## src/ats_pkg.sv

```systemverilog
package ats_pkg;

  // ---------------------------------------------------------------------------
  // Sizes
  // ---------------------------------------------------------------------------
  localparam int NUM_CH = 32;
  localparam int CH_W   = 5;
  localparam int RES_W  = 12;
  localparam int INT_W  = 2;

  // ---------------------------------------------------------------------------
  // Register byte offsets
  // ---------------------------------------------------------------------------
  localparam logic [7:0] OFF_CTRL_ONE  = 8'h00;
  localparam logic [7:0] OFF_CTRL_FIVE = 8'h04;
  localparam logic [7:0] OFF_SEL_LOW   = 8'h08;
  localparam logic [7:0] OFF_SEL_HIGH  = 8'h0C;
  localparam logic [7:0] OFF_THRESH    = 8'h10;
  localparam logic [7:0] OFF_HIT_LOW   = 8'h14;
  localparam logic [7:0] OFF_HIT_HIGH  = 8'h18;
  localparam logic [7:0] OFF_INT_STAT  = 8'h1C;
  localparam logic [7:0] OFF_INT_MASK  = 8'h20;
  localparam logic [7:0] OFF_STATUS    = 8'h24;

  // ---------------------------------------------------------------------------
  // Field positions and reset values
  // ---------------------------------------------------------------------------
  localparam int CTRL1_SWTRIG_BIT = 1;
  localparam int CTRL1_TRIG_LSB   = 4;
  localparam int CTRL5_CMP_BIT    = 0;
  localparam int CTRL5_IMODE_LSB  = 8;
  localparam int CTRL5_SCAN_BIT   = 15;
  localparam int INT_CMP_BIT      = 0;
  localparam int INT_DONE_BIT     = 1;
  localparam int STAT_BUSY_BIT    = 0;
  localparam int STAT_CH_LSB      = 8;
  localparam logic [31:0] RST_WORD = 32'h0000_0000;

  // ---------------------------------------------------------------------------
  // Trigger sources and interrupt modes
  // ---------------------------------------------------------------------------
  localparam logic [3:0] TRIG_SOFT        = 4'h0;
  localparam logic [3:0] TRIG_EXT_EXTERNAL_INTERRUPT_ZERO    = 4'h1;
  localparam logic [3:0] TRIG_FIRST_TIMER = 4'h6;
  localparam logic [3:0] TRIG_OTHER_TIMER = 4'h7;
  localparam logic [1:0] IMODE_NONE       = 2'h0;
  localparam logic [1:0] IMODE_END        = 2'h1;
  localparam logic [1:0] IMODE_END_HIT    = 2'h2;
  localparam logic [1:0] IMODE_EACH       = 2'h3;

  typedef enum logic {ATS_ST_IDLE, ATS_ST_WAIT} ats_state_t;

  typedef struct packed {
    logic            start;
    logic [CH_W-1:0] channel;
  } ats_conv_req_t;

  typedef struct packed {
    logic             done;
    logic [RES_W-1:0] result;
  } ats_conv_rsp_t;

endpackage : ats_pkg

```

## src/ats_autoscan.sv

```systemverilog
// The APB register port and the register addresses were chosen for this implementation.
`timescale 1ns/1ps
`default_nettype none

// Functional notes
// - Scan runs only while scan enable set
// - Trigger field chooses source; 0110 first timer
// - First timer keeps triggering scans in Sleep
// - Timers trigger correctly in Idle too
// - External interrupt zero triggers, also in Sleep
// - Mode 11 interrupts on every channel hit
// - Bitmaps select channels, one bit each
// - Valid comparison sets pollable channel hit bit
module ats_autoscan
  import ats_pkg::*;
(
  input  wire logic          pclk,
  input  wire logic          presetn,
  input  wire logic          psel,
  input  wire logic          penable,
  input  wire logic          pwrite,
  input  wire logic [7:0]    paddr,
  input  wire logic [31:0]   pwdata,
  output logic      [31:0]   prdata,
  output logic               pready,
  output logic               pslverr,
  input  wire logic          sleep_mode,
  input  wire logic          idle_mode,
  input  wire logic          first_timer_evt,
  input  wire logic          other_timer_evt,
  input  wire logic          external_interrupt_zero,
  output ats_conv_req_t      conv_req,
  input  wire ats_conv_rsp_t conv_rsp,
  output logic               irq
);

  // ---------------------------------------------------------------------------
  // State
  // ---------------------------------------------------------------------------
  logic [3:0]        trig_src_q;
  logic              scan_en_q;
  logic [1:0]        imode_q;
  logic              cmp_above_q;
  logic [NUM_CH-1:0] sel_q;
  logic [RES_W-1:0]  thr_q;
  logic [NUM_CH-1:0] hit_q;
  logic [INT_W-1:0]  int_stat_q;
  logic [INT_W-1:0]  int_mask_q;
  logic              sw_trig_q;
  logic              ext_s1_q;
  logic              ext_s2_q;
  logic              ext_s3_q;
  ats_state_t        state_q;
  ats_conv_req_t     conv_q;
  logic              scan_hit_q;
  logic [31:0]       prdata_q;
  logic              pready_q;
  logic              pslverr_q;
  logic              irq_q;

  // Lowest selected channel at or above a start index
  function automatic logic [CH_W:0] next_chan(input logic [NUM_CH-1:0] sel,
                                              input logic [CH_W:0]     from);
    logic [CH_W:0] res;
    res = '0;
    for (int i = NUM_CH - 1; i >= 0; i--) begin
      if (sel[i] && (CH_W+1)'(i) >= from) begin
        res = {1'b1, CH_W'(i)};
      end
    end
    return res;
  endfunction : next_chan

  // ---------------------------------------------------------------------------
  // APB slave
  // ---------------------------------------------------------------------------
  logic        wr_en;
  logic        acc_go;
  logic        mapped;
  logic [31:0] rdata_d;
  logic [NUM_CH-1:0] hit_clr;
  logic [INT_W-1:0]  int_clr;

  // One wait state: answer lands the cycle after access starts
  assign acc_go = psel && penable && !pready_q;
  assign wr_en  = psel && penable && pready_q && pwrite && !pslverr_q;

  always_comb begin
    mapped  = 1'b1;
    rdata_d = RST_WORD;
    unique case (paddr)
      OFF_CTRL_ONE:  rdata_d[CTRL1_TRIG_LSB +: 4] = trig_src_q;
      OFF_CTRL_FIVE: begin
        rdata_d[CTRL5_SCAN_BIT]         = scan_en_q;
        rdata_d[CTRL5_IMODE_LSB +: 2]   = imode_q;
        rdata_d[CTRL5_CMP_BIT]          = cmp_above_q;
      end
      OFF_SEL_LOW:   rdata_d[15:0]        = sel_q[15:0];
      OFF_SEL_HIGH:  rdata_d[15:0]        = sel_q[31:16];
      OFF_THRESH:    rdata_d[RES_W-1:0]   = thr_q;
      OFF_HIT_LOW:   rdata_d[15:0]        = hit_q[15:0];
      OFF_HIT_HIGH:  rdata_d[15:0]        = hit_q[31:16];
      OFF_INT_STAT:  rdata_d[INT_W-1:0]   = int_stat_q;
      OFF_INT_MASK:  rdata_d[INT_W-1:0]   = int_mask_q;
      OFF_STATUS: begin
        rdata_d[STAT_BUSY_BIT]          = (state_q == ATS_ST_WAIT);
        rdata_d[STAT_CH_LSB +: CH_W]    = conv_q.channel;
      end
      default:       mapped               = 1'b0;
    endcase
  end

  always_ff @(posedge pclk or negedge presetn) begin
    if (!presetn) begin
      pready_q  <= 1'b0;
      pslverr_q <= 1'b0;
      prdata_q  <= RST_WORD;
    end else begin
      pready_q  <= acc_go;
      pslverr_q <= acc_go && !mapped;
      if (acc_go && !pwrite) begin
        prdata_q <= rdata_d;
      end
    end
  end

  always_ff @(posedge pclk or negedge presetn) begin
    if (!presetn) begin
      trig_src_q  <= TRIG_SOFT;
      scan_en_q   <= 1'b0;
      imode_q     <= IMODE_NONE;
      cmp_above_q <= 1'b0;
      sel_q       <= '0;
      thr_q       <= '0;
      int_mask_q  <= '0;
      sw_trig_q   <= 1'b0;
    end else begin
      sw_trig_q <= wr_en && paddr == OFF_CTRL_ONE && pwdata[CTRL1_SWTRIG_BIT];
      if (wr_en) begin
        unique case (paddr)
          OFF_CTRL_ONE:  trig_src_q <= pwdata[CTRL1_TRIG_LSB +: 4];
          OFF_CTRL_FIVE: begin
            scan_en_q   <= pwdata[CTRL5_SCAN_BIT];
            imode_q     <= pwdata[CTRL5_IMODE_LSB +: 2];
            cmp_above_q <= pwdata[CTRL5_CMP_BIT];
          end
          OFF_SEL_LOW:   sel_q[15:0]  <= pwdata[15:0];
          OFF_SEL_HIGH:  sel_q[31:16] <= pwdata[15:0];
          OFF_THRESH:    thr_q        <= pwdata[RES_W-1:0];
          OFF_INT_MASK:  int_mask_q   <= pwdata[INT_W-1:0];
          default: ;
        endcase
      end
    end
  end

  // ---------------------------------------------------------------------------
  // Trigger selection
  // ---------------------------------------------------------------------------
  logic ext_rise;
  logic trig_evt;

  always_ff @(posedge pclk or negedge presetn) begin
    if (!presetn) begin
      ext_s1_q <= 1'b0;
      ext_s2_q <= 1'b0;
      ext_s3_q <= 1'b0;
    end else begin
      ext_s1_q <= external_interrupt_zero;
      ext_s2_q <= ext_s1_q;
      ext_s3_q <= ext_s2_q;
    end
  end

  assign ext_rise = ext_s2_q && !ext_s3_q;

  // First timer and pin stay live in Sleep; other timers halt there but run in Idle
  always_comb begin
    unique case (trig_src_q)
      TRIG_SOFT:        trig_evt = sw_trig_q;
      TRIG_EXT_EXTERNAL_INTERRUPT_ZERO:    trig_evt = ext_rise;
      TRIG_FIRST_TIMER: trig_evt = first_timer_evt;
      TRIG_OTHER_TIMER: trig_evt = other_timer_evt && !sleep_mode;
      default:          trig_evt = 1'b0;
    endcase
  end

  // ---------------------------------------------------------------------------
  // Scan sequencer
  // ---------------------------------------------------------------------------
  logic [CH_W:0] first_ch;
  logic [CH_W:0] after_ch;
  logic          launch;
  logic          done_now;
  logic          hit_now;
  logic          scan_end;

  assign first_ch = next_chan(sel_q, '0);
  assign after_ch = next_chan(sel_q, {1'b0, conv_q.channel} + 1'b1);
  assign launch   = state_q == ATS_ST_IDLE && scan_en_q && trig_evt && first_ch[CH_W];
  assign done_now = state_q == ATS_ST_WAIT && conv_rsp.done;
  assign hit_now  = done_now && (cmp_above_q ? conv_rsp.result >= thr_q
                                             : conv_rsp.result <  thr_q);
  assign scan_end = done_now && !after_ch[CH_W];

  always_ff @(posedge pclk or negedge presetn) begin
    if (!presetn) begin
      state_q    <= ATS_ST_IDLE;
      conv_q     <= '0;
      scan_hit_q <= 1'b0;
    end else begin
      conv_q.start <= 1'b0;
      unique case (state_q)
        ATS_ST_IDLE: begin
          if (launch) begin
            state_q        <= ATS_ST_WAIT;
            conv_q.start   <= 1'b1;
            conv_q.channel <= first_ch[CH_W-1:0];
            scan_hit_q     <= 1'b0;
          end
        end
        ATS_ST_WAIT: begin
          // Dropping scan enable abandons the sequence at once
          if (!scan_en_q) begin
            state_q <= ATS_ST_IDLE;
          end else if (done_now) begin
            scan_hit_q <= scan_hit_q || hit_now;
            if (after_ch[CH_W]) begin
              conv_q.start   <= 1'b1;
              conv_q.channel <= after_ch[CH_W-1:0];
            end else begin
              state_q <= ATS_ST_IDLE;
            end
          end
        end
      endcase
    end
  end

  // ---------------------------------------------------------------------------
  // Hit flags and interrupt
  // ---------------------------------------------------------------------------
  logic [NUM_CH-1:0] hit_set;
  logic [INT_W-1:0]  int_set;

  assign hit_clr = (wr_en && paddr == OFF_HIT_LOW)  ? {16'h0000, pwdata[15:0]} :
                   (wr_en && paddr == OFF_HIT_HIGH) ? {pwdata[15:0], 16'h0000} : '0;
  assign int_clr = (wr_en && paddr == OFF_INT_STAT) ? pwdata[INT_W-1:0] : '0;
  assign hit_set = hit_now ? (NUM_CH'(1) << conv_q.channel) : '0;

  // Highest channel gets no special case: every hit counts alike
  assign int_set[INT_CMP_BIT]  = hit_now && imode_q == IMODE_EACH;
  assign int_set[INT_DONE_BIT] = scan_end && (imode_q == IMODE_END ||
                                 (imode_q == IMODE_END_HIT && (scan_hit_q || hit_now)));

  // Set wins over a same-cycle clear
  always_ff @(posedge pclk or negedge presetn) begin
    if (!presetn) begin
      hit_q      <= '0;
      int_stat_q <= '0;
      irq_q      <= 1'b0;
    end else begin
      hit_q      <= (hit_q & ~hit_clr) | hit_set;
      int_stat_q <= (int_stat_q & ~int_clr) | int_set;
      irq_q      <= |(((int_stat_q & ~int_clr) | int_set) & int_mask_q);
    end
  end

  assign prdata   = prdata_q;
  assign pready   = pready_q;
  assign pslverr  = pslverr_q;
  assign conv_req = conv_q;
  assign irq      = irq_q;
endmodule : ats_autoscan

`default_nettype wire

```

## config.mk

```make
export PLATFORM = sky130hd
export DESIGN_NAME = ats_autoscan
export DESIGN_NICKNAME = d
export VERILOG_FILES = /design/src/ats_pkg.sv /design/src/ats_autoscan.sv
export SDC_FILE = /design/constraint.sdc
export NUM_CORES = 1
export LEC_CHECK = 0
export ABC_AREA = 1
export BUFFER_PORTS_ARGS = -buffer_cell sky130_fd_sc_hd__buf_2
export CAP_MARGIN = 20
export CORE_MARGIN = 4
export CORE_UTILIZATION = 35
export DETAILED_ROUTE_END_ITERATION = 12
export GPL_TIMING_DRIVEN = 1
export PLACE_DENSITY = 0.61
export SLEW_MARGIN = 40
export SYNTH_ARGS = -nofsm -noshare
export SYNTH_HDL_FRONTEND = slang
export SYNTH_SLANG_ARGS = --single-unit
```

## constraint.sdc

```tcl
create_clock -name pclk -period 2.9 [get_ports pclk]
set_input_delay 0.145 -clock pclk [delete_from_list [all_inputs] [get_ports pclk]]
set_output_delay 0.145 -clock pclk [all_outputs]
set_load 0.005 [all_outputs]
```

; Word-level counts from Yosys, hierarchy flattened
; Index checks and enable logic that the tools add are counted.
[word_totals]
regBits = 119
[classes]
addsub = 1
magnitude_cmp = 34
n_eq_ne = 19
shifts = 1
mux = 94
bitwise = 8
n_reduce_logical = 76
[ops]
columns = operator, n
row1 = $mux W6, 68
row2 = $ge A5 B6 Y1 const A, 16
row3 = $mux W32, 3
row4 = $logic_and A1 B1 Y1, 55
row5 = $ge A4 B6 Y1 const A, 8
row6 = $and A32 B32 Y32, 1
row7 = $eq A8 B5 Y1 const B, 4
row8 = $not A32 Y32, 1
row9 = $or A32 B32 Y32, 1
row10 = $shl A1 B5 Y32 const A, 1
row11 = $ge A3 B6 Y1 const A, 4
row12 = $pmux W4 S6, 1
row13 = $eq A8 B4 Y1 const B, 2
row14 = $eq A8 B6 Y1 const B, 2
row15 = $pmux W2 S7, 1
row16 = $ge A1 B6 Y1 const A, 2
row17 = $ge A12 B12 Y1, 1
row18 = $ge A2 B6 Y1 const A, 2
row19 = $lt A12 B12 Y1, 1
row20 = $pmux W2 S6, 1
row21 = $pmux W6 S2, 1
row22 = $reduce_and A2 Y1, 6
row23 = $pmux W1 S5, 2
row24 = $pmux W2 S5, 1
row25 = 27 further kinds, 48

; Logic depth before layout (Yosys ltp)
; Gate-level depths: netlist of run 1.
[depth]
word_depth = 41
depth_mapped = 39

; Worst setup path after synthesis of run 1
; Ideal clock, no wire load.
[synth_path]
path_type = reg-to-reg
from = register conv_q, in the netlist conv_req[2]
to = register conv_q, in the netlist conv_req[0]
setup_ps = 124
arrival_time_ps = 2987
setup_slack_ps = -211
path_stages_with_launch = 39
n_path_buf = 2
synth_period_minus_slack_ps = 3111
path_cell_list = dfrtp_1 > buf_4 > clkbuf_1 > inv_1 > ha_1 > nor2_8 > nand2_2 > nand2_2 > o21ai_1 > nand2_1 > nand2_1 > nand2_1 > nand2_1 > nand2_1 > nand2_1 > nand2_1 > nand2_1 > nand2_1 > [... 3 more ...] > nand2_1 > nand2_1 > nand2_1 > nand2_1 > nand2_1 > nand2_1 > nand2_1 > nand2_1 > nand2_1 > nand2_1 > nand2_1 > nand2_1 > nand2_1 > nand2_1 > nand2_1 > nand2_1 > nand2_1 > nand3_1
[synth_via]
elab_chain_cells = 39
word_cells_on_any_way = 103
classes_between = add/sub (1) / order compare (32) / eq/ne (1) / mux (36) / reduce/logical (33)
[synth_lines]
columns = element, line
row1 = "start, declared", ats_autoscan.sv:54  ; ats_conv_req_t conv_q;
row2 = $add A5 B1 Y6 (*), ats_autoscan.sv:199  ; assign after_ch = next_chan(sel_q, {1'b0, conv_q.channel} + 1'b1);
row3 = $ge A5 B6 Y1, ats_autoscan.sv:67  ; if (sel[i] && (CH_W+1)'(i) >= from) begin
row4 = $logic_and A1 B1 Y1, ats_autoscan.sv:67
row5 = $mux W6 (31 in a row), ats_autoscan.sv:67
row6 = $mux W6 (*), ats_autoscan.sv:67
row7 = $mux W6, ats_autoscan.sv:228  ; if (after_ch[CH_W]) begin
row8 = $mux W6, ats_autoscan.sv:226  ; end else if (done_now) begin
row9 = $mux W6, ats_autoscan.sv:224  ; if (!scan_en_q) begin
row10 = $pmux W6 S2, ats_autoscan.sv:213  ; unique case (state_q)
; Every way passes the cells marked *; elsewhere a longest branch is shown, timed or not. The select of a mux whose other input is x is not followed.
; A chain may end at the register's enable or synchronous reset.

; Worst setup path in the final report of run 1
[layout_path]
from = register conv_q, in the netlist conv_req[0]
to = register conv_q, in the netlist conv_req[0]
; Same word-level chain as after synthesis.

==> metrics.yaml, run 1 <==
grt:
  grt_pass1_vias: 6683
  grt_pass1_wl_um: 36600
  antenna_found_initial: 0
  track_usage: 0.217
  grt_max_degree: 49
  overflow: 0
placed_design:
  hpwlAfterDp_um: 17700
  gp_congestion: 0.980
  dp_slack_ns: -0.0933
  port_buffers: 70
synth:
  syn_inst: 904
  netlist.area_leader.share: 0.437
  synth_area_per_cell_sq_um: 7.54
  yosysMostFrequentCell: "nand2_1"
  async_flop_share: 1.00
  yosysSeqAreaShare: 0.437
  ys_types: 39
  synth_area_leaders: "dfrtp_1 44%, nand2_1 11%, o21ai_0 9.6%"
  yosys-top-cells-count: "200 x nand2_1, 131 x o21ai_0, 119 x dfrtp_1"
  yosys_warnings: 0
  yosysTopAreaCell: "dfrtp_1"
  synth_area_sq_um: 6820
  synth-edff-count: 0
  yosys_most_used_dff: "dfrtp_1"
  synth_seq_cells: 119
route:
  wire_per_inst_um: 17.6
  ant_nets: 0
  dr.max_layer_used: "met4"
  firstDrtPassIters: 6
  via_per_inst: 5.28
  wl_met3_um: 1860
  drt_iter0_drc: 544
  drt-met1-wl_um: 10300
  vias: 6974
  drc: 0
  routed_wl_um: 23300
  wl_met2_um: 10500
timing:
  fin_crit_sh: 0.983
  final_max_slew_viol_count: 0
  post-route-min-period_ns: 2.85
  hold_viol: 0
  setup_slack_ns: 0.0502
  fin_skew_ns: 0.00882
  rsz0062_at_grt: "yes"
  setup_viol: 0
  fmax_ghz: 0.351
  relSlewSlack: 0.535
  worst_pin_slew_ns: 0.695
  setup_tns_ns: 0
cts:
  cts_tree: "built"
  cts.sinks: 119
  numCtsBuffers: 17
  cts_root_buffer: "clkbuf_16"
  cts.path.max_buffers: 2
  clkSlewWorstSetupHoldPaths_ns: 0.06
  htreeDepth: 4
  clock_latency_ns: 0.43
pwr:
  power_w: 0.00401
  pwr-share-clk: 0.512
  power_leakage_nw: 4.05
  swShare: 0.251
  seqPwrFrac: 0.428
  p_switching_w: 0.00100
  ir_worst_vdd_v: 0.000405
  internal-power_w: 0.00300
  p_comb_frac: 0.060
  power_density_nw_per_um2: 462
final_layout:
  areaGrowthSynthToFinish_pct: 27.2
  n_fill_cell: 1925
  nets: 1130
  antenna_cells: 0
  drive_above_1_share: 0.208
  regArea_sq_um: 2980
  multi_input_comb_area_sq_um: 3340
  final_core_util: 0.457
setup_path:
  required_ns: 3.22
  rr_worst_depth: 37
  crit_top_cell: "nand2_1"
  cpMaxStageDelayCell: "dfrtp_1"
  cp-end-kind: "register"
  cpPeakStageDelay_ns: 0.42
  startpoint_type: "register"
  arrival_ns: 3.16
  cp_max_fo: 5
  crit_type: "register to register"
run:
  cap_violations: 0
hold_path:
  hold_depth: 3
  hp-class: "input port to register"
run_status:
  status: "completed"
die:
  die_w_um: 148
  core_area_sq_um: 19000
  io_pins: 104
  fp.dieArea_sq_um: 21800
  rows: 50
  start_util: 0.360
  die_h_um: 148
[final cells by class]
| cell class | instances | share of cell area |
|---|---|---|
| Multi-Input combinational cell | 638 | 0.385 |
| Clock inverter | 14 | 0.0162 |
| Tap cell | 260 | 0.0375 |
| Inverter | 125 | 0.0541 |
| Sequential cell | 119 | 0.344 |
| Clock buffer | 18 | 0.0506 |
| Timing Repair Buffer | 148 | 0.113 |
[worst max-delay path: cells and delay by family (launching register included)]
| kind | cells | cell delay, ns |
|---|---|---|
| simple gates | 35 | 1.79 |
| fa+ha+maj | 2 | 0.53 |
| flops | 1 | 0.42 |
[through the flow]
step | area (sq um) | hold WS [ns] | std cells
final | 8670 | 0.0441 | 1322
after global routing | 8670 | 0.0550 | 1322
after CTS | 8550 | 0.0386 | 1318
after detailed placement | 7910 | 0.209 | 1281
after global placement | 7900 | 0.208 | 1281
after floorplan | 6890 | -0.151 | 919
[sequential cells by signal, summed over array words and instances (netlist names), 2 cells and up]
signal      count
hit_q          32
sel_q          32
prdata         16
thr_q          12
conv_req        6
trig_src_q      4
imode_q         2
int_mask_q      2
int_stat_q      2
[cells in the final DEF (no fill, tap or decap), types with 4 or more instances in the layout]
cell type,netlist,layout
nand2_1,200,198
o21ai_0,131,130
dfrtp_1,119,118
inv_1,110,108
nor2_1,81,76
buf_4,18,71
buf_2,0,69
a21oi_1,38,38
nand3_1,25,24
nor3_1,22,19
clkbuf_16,0,17
conb_1,1,16
a221oi_1,15,15
inv_2,12,14
ha_1,18,14
o31ai_1,13,12
o21ai_1,11,10
nand4_1,8,8
o22ai_1,8,8
o211ai_1,7,7
clkinv_4,0,6
o2111ai_1,5,5
nor4_1,6,5
a31oi_1,5,5
nand2_2,5,4
nor2_2,1,4
nand2_4,1,4
inv_6,0,4
dlygate4sd3_1,0,4
[worst paths after layout]
check | start | end | slack, ns
setup / recovery | conv_req[0] | conv_req[0] | 0.05
hold / removal | pwdata[13] | sel_q[13] | 0.04
setup reg to reg | conv_req[0] | conv_req[0] | 0.05
hold reg to reg | ext_s1_q | ext_s2_q | 0.35
max in group asynchronous | presetn | hit_q[14] | 1.85
min in group asynchronous | presetn | pready | 0.27
[what timing repair did]
item | 4_1_cts | 5_1_grt
hold buffers | 4 | 0
endpoints found under the setup margin | 7 | 20
pin swaps | 1 | 10
gates resized for setup | 6 | 24
setup buffers | 1 | 4
hold endpoints to repair | 48 | 0
[cells by family (layout without fill, tap and decap cells)]
family / after synthesis / in the layout / share of synthesized area
adder cells (fa/ha/maj): 18 / 18 / 0.0330
flip-flops: 119 / 119 / 0.437
AO/OA/AOI/OAI: 252 / 252 / 0.215
buffers and inverters: 162 / 305 / 0.0991
other: 1 / 16 / 0.000550
AND/OR/NAND/NOR: 352 / 352 / 0.216
[power by group through the flow]
stage | Sequential [W] | Clock, W | Combinational, W
after CTS | 0.00171 | 0.00208 | 0.000244
after global placement | 0.00174 | 0 | 0.000234
after global routing | 0.00172 | 0.00216 | 0.000278
after floorplan | 0.00174 | 0 | 0.000108
after detailed placement | 0.00174 | 0 | 0.000237
final | 0.00171 | 0.00205 | 0.000241
[metal layers]
layer	GRT usage	up-vias
met5	0	-
met3	0.0552	42
met1	0.295	3323
met2	0.333	296
met4	0.0815	0
li1	-	3313
No activity file was read; power rests on OpenSTA's default activity.
==> run 2: changes to the inputs <==
PLACE_DENSITY = 0.6   (was 0.61)
clock period = 3.15 ns   (was 2.9 ns; I/O delays follow)
==> run 2 against run 1 <==
  * Critical path depth decreased by 23
  * Power decreased by 2.0%
  * Fmax fell by 3.8%
  * Critical endpoint is now conv_req[3]
  * Largest power group unchanged
  * Highest routed layer unchanged
==> metrics.yaml, run 2 (synthesis results as in run 1) <==
cts:
  cts.sinks: 119  # unchanged
  numCtsBuffers: 17  # unchanged
  clkSlewWorstSetupHoldPaths_ns: 0.06  # about the same
  cts_root_buffer: "clkbuf_16"
  clock_latency_ns: 0.42  # about the same
  htreeDepth: 4  # unchanged
  cts_tree: "built"
  cts.path.max_buffers: 2  # unchanged
timing:
  fin_skew_ns: 0.0122  # +0.00340 ns
  relSlewSlack: 0.503  # -0.0312
  worst_pin_slew_ns: 0.742  # +0.0467 ns
  setup_viol: 0  # unchanged
  fmax_ghz: 0.337  # -3.8%
  final_max_slew_viol_count: 0  # unchanged
  holdWs_ns: 0.0734  # +0.0293 ns
  fin_crit_sh: 0.941  # -0.0420
  post-route-min-period_ns: 2.96  # +0.113 ns
  hold_viol: 0  # unchanged
  rsz0062_at_grt: "yes"
route:
  firstDrtPassIters: 5  # -1
  ant_nets: 0  # unchanged
  via_per_inst: 5.24  # -0.68%
  vias: 6743  # -3.3%
  drc: 0  # unchanged
  routed_wl_um: 23300  # about the same
  wire_per_inst_um: 18.1  # +2.6%
  drt_iter0_drc: 722  # +33%
die:
  core_area_sq_um: 19000  # unchanged
  die_w_um: 148  # unchanged
  rows: 50  # unchanged
  start_util: 0.360  # unchanged
  io_pins: 104  # unchanged
  die_h_um: 148  # unchanged
  fp.dieArea_sq_um: 21800  # unchanged
placed_design:
  hpwlAfterDp_um: 17400  # -1.7%
  port_buffers: 70  # unchanged
  gp_congestion: 0.986  # +0.54%
grt:
  grt_pass1_vias: 6453  # -3.4%
  grt_pass1_wl_um: 35700  # -2.3%
  antenna_found_initial: 0  # unchanged
  grt_max_degree: 57  # +16%
  track_usage: 0.213  # -0.00405
  overflow: 0  # unchanged
setup_path:
  required_ns: 3.48  # +0.26 ns
  rr_worst_depth: 14  # -62%
  rr_startpoint: "conv_req[0]"
  cp-end-kind: "register"
  r2r_slack_ns: 0.19  # +0.14 ns
  crit_type: "register to register"
  cp_max_fo: 6  # +1
  r2r-end: "conv_req[3]"
  arrival_ns: 3.29  # +0.13 ns
  startpoint_type: "register"
final_layout:
  final_cell_mix: "198 x nand2_1, 130 x o21ai_0, 116 x dfrtp_1, 109 x inv_1, 77 x nor2_1"
  antenna_cells: 0  # unchanged
  final_common_cell: "nand2_1"
  final_core_util: 0.446  # -0.0114
  n_fill_cell: 1936  # +0.57%
  areaGrowthSynthToFinish_pct: 24.0
  drive_above_1_share: 0.176  # -0.0319
  nets: 1095  # -3.1%
hold_path:
  holdPathEnd: "sel_q[30]"
  hold_depth: 3  # unchanged
  hp-class: "input port to register"
  min_from: "pwdata[14]"
run:
  cap_violations: 0  # unchanged
pwr:
  power_leakage_nw: 3.91  # -3.6%
  power_density_nw_per_um2: 464  # +0.50%
  ir_worst_vdd_v: 0.000349  # -14%
  power_w: 0.00393  # -2.0%
run_status:
  status: "completed"
==> run 2: how the worst max path moves through the flow <==
stage | startpoint | end | slack (ns) | cells past startpoint
2_1_floorplan | conv_req[2] | conv_req[0] | 0.04 | 38
3_3_place_gp | conv_req[1] | conv_req[0] | 0.08 | 36
3_5_place_dp | conv_req[1] | conv_req[3] | 0.06 | 16
4_1_cts | conv_req[1] | conv_req[3] | 0.04 | 16
5_1_grt | conv_req[0] | conv_req[0] | -0.10 | 38
6_report | conv_req[0] | conv_req[3] | 0.19 | 14
==> run 2: report_power, final <==
group          internal [W]  switching [W]  leakage, nW  total, W
Sequential          0.00156      0.0000198         1.62   0.00158
Clock               0.00134       0.000782        0.307   0.00213
Combinational     0.0000845       0.000137         1.98  0.000221
Total               0.00299       0.000939         3.91   0.00393
==> run 2: what timing repair did <==
item                                   4_1_cts  5_1_grt
hold buffers                                 4        0
setup endpoints to repair                    0        8
setup buffers                                0        5
resized for setup                            0       26
endpoints found under the hold margin       56        0
==> run 2: critical path: stages, from the launching register on <==
cell	delay [ns]
dfrtp_1	0.42
buf_6	0.14
inv_1	0.05
buf_4	0.15
ha_2	0.43
inv_1	0.10
o211ai_1	0.22
nand2_1	0.12
nor4_1	0.39
nand4_1	0.28
nand2_1	0.15
inv_2	0.06
nor2_4	0.15
inv_2	0.06
o221ai_1	0.15
==> run 2: metrics by stage <==
stage	cell area (sq um)	setup TNS (ns)	instances	setup WS, ns
2_1_floorplan	6880	0	919	0.0393
3_3_place_gp	7620	0	1245	0.0774
3_5_place_dp	7620	0	1245	0.0636
4_1_cts	8300	0	1281	0.0395
5_1_grt	8460	-0.122	1287	-0.102
6_report	8460	0	1287	0.187
==> run 2: cell type report <==
type / count / area, sq um / area share
clock buffer: 17 / 425 / 0.0503
clock inverter: 15 / 216 / 0.0256
inverter: 125 / 469 / 0.0555
multi-input combinational: 638 / 3310 / 0.391
sequential: 119 / 2980 / 0.353
tap: 260 / 325 / 0.0385
timing repair buffer: 113 / 731 / 0.0864
==> run 2: routing by layer <==
| layer | global-route usage | vias up | wire length (um) |
|---|---|---|---|
| met4 | 0.0778 | 0 | 622 |
| met3 | 0.0616 | 47 | 1910 |
| li1 | - | 3243 | - |
| met2 | 0.320 | 283 | 10300 |
| met5 | 0 | - | 0 |
| met1 | 0.291 | 3170 | 10500 |
